`src/verilog/pbseq_map.vh`:
```
// timing constants and encodings for the push-button power sequencer
`ifndef PBSEQ_MAP_VH
`define PBSEQ_MAP_VH
`define PBSEQ_CLK_HZ          50000000
`define PBSEQ_DEBOUNCE_US     30000
`define PBSEQ_RECOVERY_US     200000
`define PBSEQ_BLANK_US        10000000
`define PBSEQ_INT_MIN_US      30000
`define PBSEQ_EXTRA_US        1000000
`define PBSEQ_US_TO_CYC(t)    (((t) * 50) )
`define PBSEQ_CNT_W           32
`define PBSEQ_ST_STANDBY      3'h0
`define PBSEQ_ST_DEBOUNCE     3'h1
`define PBSEQ_ST_STARTUP      3'h2
`define PBSEQ_ST_RUN          3'h3
`define PBSEQ_ST_LONG_RESET   3'h4
`endif

```
`src/verilog/pbseq_core.v`:
```
// push-button power on/off sequencer core
// Behaviour
// - power-up needs button held, supply high
// - supply dip restarts the debounce count
// - debounce done: enable on, reset pulse
// - hold variant: hold before release/blank end
// - hold variant: low hold at release, off
// - hold variant: blank expiry samples hold
// - inputs and interrupt ignored until power-up
// - timed variant: sample hold at blank end
// - timed variant: ignore everything during blanking
// - interrupt stays high during power-up
// - button press gives minimum-width interrupt pulse
// - low supply-hold in normal operation, off
// - undervoltage drives interrupt low
// - persistent undervoltage removes power, back standby
// - supply recovery before timeout keeps power
// - both buttons long: reset or power off
// - after long-push reset, re-check hold later
// - second button watched for falling edges
// - enable off means standby, reference off
// - pull-down on supply-hold during start-up
// - button-state output debounced with minimum width
// - interrupt low while button held after debounce
`timescale 1ns/1ps
`include "pbseq_map.vh"
module pbseq_core #(
  parameter        HOLD_VARIANT  = 1,   // 1: hold-to-confirm, 0: timed
  parameter        LONG_RESET    = 1,   // 1: long push resets, 0: powers off
  parameter        EN_ACTIVE_LOW = 0,
  parameter [31:0] DEBOUNCE_CYC  = `PBSEQ_US_TO_CYC(`PBSEQ_DEBOUNCE_US),
  parameter [31:0] RECOVERY_CYC  = `PBSEQ_US_TO_CYC(`PBSEQ_RECOVERY_US),
  parameter [31:0] BLANK_CYC     = `PBSEQ_US_TO_CYC(`PBSEQ_BLANK_US),
  parameter [31:0] INT_MIN_CYC   = `PBSEQ_US_TO_CYC(`PBSEQ_INT_MIN_US),
  parameter [31:0] EXTRA_CYC     = `PBSEQ_US_TO_CYC(`PBSEQ_EXTRA_US)
) (
  input  wire core_clk_i,
  input  wire rst_i,
  input  wire main_button_n_i,
  input  wire second_reset_button_n_i,
  input  wire supply_hold_in_i,
  input  wire supply_above_upper_i,
  input  wire supply_above_lower_i,
  output reg  power_enable_o,
  output reg  host_reset_n_o,
  output reg  interrupt_n_o,
  output reg  button_state_out_n_o,
  output reg  supply_low_out_n_o,
  output reg  hold_pulldown_o,
  output reg  reference_enable_o
);
  localparam ST_STANDBY    = `PBSEQ_ST_STANDBY;
  localparam ST_DEBOUNCE   = `PBSEQ_ST_DEBOUNCE;
  localparam ST_STARTUP    = `PBSEQ_ST_STARTUP;
  localparam ST_RUN        = `PBSEQ_ST_RUN;
  localparam ST_LONG_RESET = `PBSEQ_ST_LONG_RESET;
  localparam [31:0] LONG_CYC = DEBOUNCE_CYC + INT_MIN_CYC + EXTRA_CYC;
  localparam [31:0] ONE      = 32'h00000001;

  wire main_n;
  wire second_n;
  wire hold;
  wire up_ok;
  wire lo_ok;

  pbseq_sync #(.RST_VAL(1'b1)) u_sync_main (
    .core_clk_i (core_clk_i),
    .rst_i      (rst_i),
    .async_i    (main_button_n_i),
    .sync_o     (main_n)
  );
  pbseq_sync #(.RST_VAL(1'b1)) u_sync_second (
    .core_clk_i (core_clk_i),
    .rst_i      (rst_i),
    .async_i    (second_reset_button_n_i),
    .sync_o     (second_n)
  );
  pbseq_sync #(.RST_VAL(1'b0)) u_sync_hold (
    .core_clk_i (core_clk_i),
    .rst_i      (rst_i),
    .async_i    (supply_hold_in_i),
    .sync_o     (hold)
  );
  pbseq_sync #(.RST_VAL(1'b0)) u_sync_up (
    .core_clk_i (core_clk_i),
    .rst_i      (rst_i),
    .async_i    (supply_above_upper_i),
    .sync_o     (up_ok)
  );
  pbseq_sync #(.RST_VAL(1'b0)) u_sync_lo (
    .core_clk_i (core_clk_i),
    .rst_i      (rst_i),
    .async_i    (supply_above_lower_i),
    .sync_o     (lo_ok)
  );

  reg [2:0]  state;
  reg [31:0] seq_cnt;     // debounce / blanking timer
  reg [31:0] rst_cnt;     // reset recovery timer
  reg [31:0] press_cnt;   // main button hold time
  reg [31:0] pulse_cnt;   // minimum width of interrupt / button-state
  reg [31:0] uv_cnt;      // undervoltage persistence
  reg [31:0] long_cnt;    // both-button hold time
  reg        main_d;
  reg        second_d;
  reg        second_armed;
  reg        pressed;
  reg        uv;
  reg        en;

  wire main_fall   = main_d & ~main_n;
  wire second_fall = second_d & ~second_n;
  wire press_done  = pressed && (press_cnt >= DEBOUNCE_CYC);
  wire pulse_busy  = (pulse_cnt != 32'h00000000);

  always @* begin
    power_enable_o = (EN_ACTIVE_LOW != 0) ? ~en : en;
  end

  always @(posedge core_clk_i or posedge rst_i) begin
    if (rst_i) begin
      state                <= ST_STANDBY;
      seq_cnt              <= 32'h00000000;
      rst_cnt              <= 32'h00000000;
      press_cnt            <= 32'h00000000;
      pulse_cnt            <= 32'h00000000;
      uv_cnt               <= 32'h00000000;
      long_cnt             <= 32'h00000000;
      main_d               <= 1'b1;
      second_d             <= 1'b1;
      second_armed         <= 1'b0;
      pressed              <= 1'b0;
      uv                   <= 1'b0;
      en                   <= 1'b0;
      host_reset_n_o       <= 1'b1;
      interrupt_n_o        <= 1'b1;
      button_state_out_n_o <= 1'b1;
      supply_low_out_n_o   <= 1'b1;
      hold_pulldown_o      <= 1'b0;
      reference_enable_o   <= 1'b0;
    end else begin
      main_d   <= main_n;
      second_d <= second_n;
      if (rst_cnt != 32'h00000000) begin
        rst_cnt <= rst_cnt - ONE;
      end
      host_reset_n_o <= (rst_cnt <= ONE);
      reference_enable_o <= en && (rst_cnt == 32'h00000000);
      case (state)
        ST_STANDBY: begin
          en                   <= 1'b0;
          interrupt_n_o        <= 1'b1;
          button_state_out_n_o <= 1'b1;
          supply_low_out_n_o   <= 1'b1;
          hold_pulldown_o      <= 1'b0;
          seq_cnt              <= 32'h00000000;
          if (main_fall) begin
            state <= ST_DEBOUNCE;
          end
        end
        ST_DEBOUNCE: begin
          supply_low_out_n_o <= up_ok;
          if (main_n) begin
            state <= ST_STANDBY;
          end else if (!up_ok) begin
            seq_cnt <= 32'h00000000;
          end else if (seq_cnt + ONE >= DEBOUNCE_CYC) begin
            en              <= 1'b1;
            rst_cnt         <= RECOVERY_CYC;
            host_reset_n_o  <= 1'b0;
            hold_pulldown_o <= 1'b1;
            seq_cnt         <= 32'h00000000;
            state           <= ST_STARTUP;
          end else begin
            seq_cnt <= seq_cnt + ONE;
          end
        end
        ST_STARTUP: begin
          // blanking: second button, interrupt and undervoltage ignored; main release acts only in the hold variant
          interrupt_n_o <= 1'b1;
          seq_cnt       <= seq_cnt + ONE;
          if (seq_cnt + ONE >= BLANK_CYC) begin
            if (hold) begin
              state <= ST_RUN;
            end else begin
              state <= ST_STANDBY;
            end
            hold_pulldown_o <= 1'b0;
            second_armed    <= 1'b0;
            pressed         <= 1'b0;
            uv_cnt          <= 32'h00000000;
            long_cnt        <= 32'h00000000;
          end else if ((HOLD_VARIANT != 0) && main_n && (rst_cnt == 32'h00000000)) begin
            // hold variant: button release ends the start-up window
            if (hold) begin
              state <= ST_RUN;
            end else begin
              en    <= 1'b0;
              state <= ST_STANDBY;
            end
            hold_pulldown_o <= 1'b0;
            second_armed    <= 1'b0;
            pressed         <= 1'b0;
            uv_cnt          <= 32'h00000000;
            long_cnt        <= 32'h00000000;
          end
          if ((seq_cnt + ONE >= BLANK_CYC) && !hold) begin
            en <= 1'b0;
          end
        end
        ST_RUN: begin
          hold_pulldown_o <= 1'b0;
          // button press tracking, only a fresh falling edge starts a press
          if (main_fall && !pulse_busy) begin
            pressed   <= 1'b1;
            press_cnt <= 32'h00000000;
          end else if (main_n) begin
            pressed <= 1'b0;
          end else if (pressed && (press_cnt != LONG_CYC)) begin
            press_cnt <= press_cnt + ONE;
          end
          if (pressed && !main_n && (press_cnt + ONE == DEBOUNCE_CYC)) begin
            pulse_cnt <= INT_MIN_CYC;
          end else if (pulse_busy) begin
            pulse_cnt <= pulse_cnt - ONE;
          end
          // undervoltage masks the held-button term of the button state pin, not the pulse
          button_state_out_n_o <= ~((press_done && !main_n && !uv) || pulse_busy);
          uv                   <= ~lo_ok | (uv & ~up_ok);
          supply_low_out_n_o   <= ~uv;
          interrupt_n_o <= ~(uv || pulse_busy || (press_done && !main_n));
          if (uv) begin
            uv_cnt <= uv_cnt + ONE;
          end else begin
            uv_cnt <= 32'h00000000;
          end
          if (second_fall) begin
            second_armed <= 1'b1;
          end else if (second_n) begin
            second_armed <= 1'b0;
          end
          if (second_armed && !second_n && press_done) begin
            long_cnt <= long_cnt + ONE;
          end else begin
            long_cnt <= 32'h00000000;
          end
          if (!hold) begin
            en    <= 1'b0;
            state <= ST_STANDBY;
          end else if (uv && (uv_cnt + ONE >= LONG_CYC)) begin
            en    <= 1'b0;
            state <= ST_STANDBY;
          end else if (long_cnt + ONE >= LONG_CYC) begin
            long_cnt     <= 32'h00000000;
            second_armed <= 1'b0;
            pressed      <= 1'b0;
            if (LONG_RESET != 0) begin
              rst_cnt         <= RECOVERY_CYC;
              host_reset_n_o  <= 1'b0;
              hold_pulldown_o <= 1'b1;
              seq_cnt         <= 32'h00000000;
              state           <= ST_LONG_RESET;
            end else begin
              en    <= 1'b0;
              state <= ST_STANDBY;
            end
          end
        end
        ST_LONG_RESET: begin
          interrupt_n_o <= 1'b1;
          seq_cnt       <= seq_cnt + ONE;
          if (seq_cnt + ONE >= BLANK_CYC) begin
            hold_pulldown_o <= 1'b0;
            uv_cnt          <= 32'h00000000;
            if (hold) begin
              state <= ST_RUN;
            end else begin
              en    <= 1'b0;
              state <= ST_STANDBY;
            end
          end
        end
        default: begin
          en    <= 1'b0;
          state <= ST_STANDBY;
        end
      endcase
    end
  end
endmodule

```
`src/verilog/pbseq_sync.v`:
```
// two-flop synchroniser for asynchronous pin inputs
`timescale 1ns/1ps
module pbseq_sync #(
  parameter RST_VAL = 1'b1
) (
  input  wire core_clk_i,
  input  wire rst_i,
  input  wire async_i,
  output reg  sync_o
);
  reg meta;

  always @(posedge core_clk_i or posedge rst_i) begin
    if (rst_i) begin
      meta   <= RST_VAL;
      sync_o <= RST_VAL;
    end else begin
      meta   <= async_i;
      sync_o <= meta;
    end
  end
endmodule
```
`config.mk`:
```
export PLATFORM = sky130hd
export DESIGN_NAME = pbseq_core
export DESIGN_NICKNAME = d
export VERILOG_FILES = /design/src/verilog/pbseq_core.v /design/src/verilog/pbseq_sync.v
export VERILOG_INCLUDE_DIRS = /design/src /design/src/verilog
export SDC_FILE = /design/constraint.sdc
export NUM_CORES = 1
export LEC_CHECK = 0
export BUFFER_PORTS_ARGS = -buffer_cell sky130_fd_sc_hd__buf_2
export CORE_UTILIZATION = 55
export DETAILED_ROUTE_END_ITERATION = 8
export HOLD_SLACK_MARGIN = 0.08
export PLACE_DENSITY_LB_ADDON = 0.25
export SLEW_MARGIN = 20
export SYNTH_ARGS = -nofsm -noshare
export SYNTH_HDL_FRONTEND = slang
export SYNTH_SLANG_ARGS = --single-unit
```
`constraint.sdc`:
```
create_clock -name core_clk_i -period 8 [get_ports core_clk_i]
set_input_delay 1.6 -clock core_clk_i [delete_from_list [all_inputs] [get_ports core_clk_i]]
set_output_delay 1.6 -clock core_clk_i [all_outputs]
set_load 0.005 [all_outputs]
```
==> impl_metrics.py <==
metrics = {
    "flow_run": {
        "drv_cap": 0,
    },
    "synthesis": {
        "syn_inst": 1671,
        "synth_top_area_frac": 0.371,
        "synth-main-ff-cell": "dfrtp_1",
        "ys_seq_elements": 217,
        "syn_nets": 1688,
        "synth_area_leaders": "dfrtp_1 (37%), nor2_1 (4.9%), o21ai_0 (4.7%), nand2_1 (3.9%), xnor2_1 (3.6%)",
        "synth_area_um2": 14000,
        "yosys.area.top_type": "dfrtp_1",
        "async_flop_share": 1.00,
        "yosysWarnings": 0,
        "synth_area_per_cell_um2": 8.36,
        "synth_cell_types": 90,
        "ys_seq_area_frac": 0.390,
        "synth_edf_count": 0,
    },
    "pwr": {
        "p_per_area_nw_per_um2": 201,
        "vdd_drop_max_mv": 0.181,
        "p_seq_frac": 0.418,
        "p_clk_frac": 0.377,
        "leakagePower_nw": 5.91,
        "switchingPower_mw": 0.969,
        "internal_power_mw": 2.03,
        "pwr-share-comb": 0.204,
        "sw_frac_of_total": 0.324,
    },
    "sta": {
        "timing.setup.tns_ns": 0,
        "worst_slew_pin_slew_ns": 1.03,
        "min_period_ns": 4.85,
        "finalSetupViolations": 0,
        "slew_headroom": 0.316,
        "fmax_mhz": 206,
        "maxSlewViolCount": 0,
        "finalHoldViolCount": 0,
        "rsz0062_at_grt": "false",
        "skew_ns": 0.0158,
        "fin_crit_sh": 0.606,
    },
    "clock_tree": {
        "cts_buffers": 25,
        "clk_path_buf_depth": 3,
        "htree_num_levels": 1,
        "cts_resized": 0,
        "cts_sinks": 217,
        "ctsRootBufferMaster": "clkbuf_16",
        "cts_setup_buffers": 0,
        "cts_hold_buf": 0,
        "clk_pin_slew_worst_paths_ns": 0.06,
        "clock_latency_ns": 0.54,
        "cts_tree": "done",
    },
    "placed_design": {
        "dp_hpwl_um": 21400,
        "place_area_um2": 14100,
        "place_congestion": 0.915,
        "portBuffers": 13,
    },
    "route": {
        "wl_um": 32800,
        "viasPerCell": 6.43,
        "firstDrtPassIters": 6,
        "route.detailed.drc": 0,
        "wl_per_cell_um": 16.9,
        "route.vias.total": 12500,
        "antenna_left": 0,
        "drt_first_iter_violations": 1050,
    },
    "setup_path": {
        "worstSetupPathType": "reg -> reg",
        "crit_arrival_ns": 5.26,
        "cp-end-kind": "flop",
        "cp-start-kind": "flop",
        "critPathRequiredTime_ns": 8.41,
        "crit_fanout": 28,
    },
    "outcome": {
        "outcome": "finished, final reports clean",
    },
    "grt": {
        "grt_max_degree": 107,
        "grt_overflow": 0,
        "grt_pass1_wl_um": 56500,
        "first_global_vias": 11600,
        "grt_antenna_before_repair": 0,
        "track_usage": 0.256,
    },
    "floorplanning": {
        "core_area_um2": 24600,
        "boundaryPins": 14,
        "die_h_um": 161,
        "die_w_um": 161,
        "row_count": 57,
        "start_util": 0.568,
        "die_area_um2": 26000,
    },
    "layout": {
        "final_area_um2": 14900,
        "drive_gt1_frac": 0.0796,
        "syn2layout_area_growth_pct": 6.47,
        "fin_nets": 1618,
        "num_antenna_cells": 0,
    },
    "min_path": {
        "min-delay-path-class": "reg -> reg",
    },
}
final timing paths:
kind | slack (ns) | cells past startpoint | end | start
min | 0.35 | 0 | u_sync_up.sync_o | u_sync_up.meta
min reg2reg | 0.35 | 0 | u_sync_up.sync_o | u_sync_up.meta
max reg2reg | 3.15 | 11 | seq_cnt[6] | uv_cnt[4]
min in group asynchronous | 1.21 | 2 | pulse_cnt[17] | rst_i
max | 3.15 | 11 | seq_cnt[6] | uv_cnt[4]
max in group asynchronous | 5.57 | 3 | rst_cnt[2] | rst_i
cell type report:
class / count / area, um^2
Timing Repair Buffer: 25 / 155
Multi-Input combinational cell: 1296 / 7920
Sequential cell: 217 / 5440
Clock buffer: 36 / 727
Inverter: 36 / 143
Fill cell: 2146 / 9730
Clock inverter: 10 / 81.3
Tap cell: 324 / 405
through the flow:
stage | utilization | power [mW] | cells | hold slack (ns) | worst slack, ns
global placement | 0.571 | 1.86 | 1898 | 0.348 | 3.37
finish | 0.605 | 3.00 | 1944 | 0.354 | 3.15
detailed placement | 0.572 | 1.88 | 1898 | 0.343 | 3.29
CTS | 0.605 | 3.01 | 1944 | 0.360 | 3.24
global route | 0.605 | 3.14 | 1944 | 0.374 | 2.83
floorplan | - | 1.71 | 1671 | 0.331 | 0.481
per-layer routing:
metal  vias to the layer above  track usage  wire (um)
met5                         -            0          0
met4                         0       0.0699        738
met3                        62       0.0311       1790
met2                       399        0.408      14700
met1                      5972        0.368      15500
li1                       6060            -          -
state kept, by name, indices dropped and copies added, names as in the netlist, 3 cells and up:
name and count:
long_cnt 32, press_cnt 32, pulse_cnt 32, rst_cnt 32, seq_cnt 32, state 3, uv_cnt 32
worst max-delay path, cell delays in order, from the launching register on:
cell and delay, ns:
dfrtp_1 0.49, and4_1 0.46, nand4_1 0.52, nor4_4 0.51
nand3_1 0.16, mux2_2 0.29, o41a_1 0.41, a21oi_2 0.35
a211oi_4 0.11, buf_4 0.26, or3_1 0.73, o41ai_1 0.41
cells by family after synthesis:
group | count (synthesis) | share of synthesized area
buffers and inverters | 158 | 0.0469
AO/OA/AOI/OAI | 445 | 0.211
flip-flops | 217 | 0.390
AND/OR/NAND/NOR | 743 | 0.280
multiplexers | 14 | 0.0106
adder cells (fa/ha/maj) | 10 | 0.00895
XOR/XNOR | 84 | 0.0527
synthesized netlist by cell type (30+ instances only):
cell type / instances
nand4_1: 46
nor2_1: 184
and3_1: 30
nand2_1: 146
o31ai_1: 49
nand3_1: 67
a21oi_1: 69
nor4_1: 41
dfrtp_1: 207
nor3_1: 63
xnor2_1: 57
inv_1: 35
nand2b_1: 33
a31oi_1: 59
o21ai_0: 130
clkbuf_1: 84
power groups by stage:
stage | registers, mW | logic (mW) | clock network [mW]
5_1_grt | 1.26 | 0.680 | 1.19
3_3_place_gp | 1.27 | 0.594 | 0
3_5_place_dp | 1.27 | 0.608 | 0
4_1_cts | 1.25 | 0.611 | 1.15
6_report | 1.25 | 0.612 | 1.13
2_1_floorplan | 1.24 | 0.477 | 0
cell usage in the layout, fill, tap and decap left out, drive strengths merged, types with 9 or more instances in the layout:
cell / instances
nand2b: 33
a31oi: 59
a21oi: 70
and3: 30
xor2: 27
a41oi: 9
nand2: 146
nor3: 64
and4: 15
or2: 10
o31ai: 56
or3: 15
nand3b: 11
and2: 20
dfrtp: 207
dfstp: 10
clkbuf: 36
nor2: 185
nor4: 47
o211ai: 9
nand4: 48
o21ai: 136
nand3: 70
xnor2: 57
inv: 36
or4: 17
nor2b: 10
ha: 10
o41ai: 20
buf: 25
(Power assumes the default switching activity.)
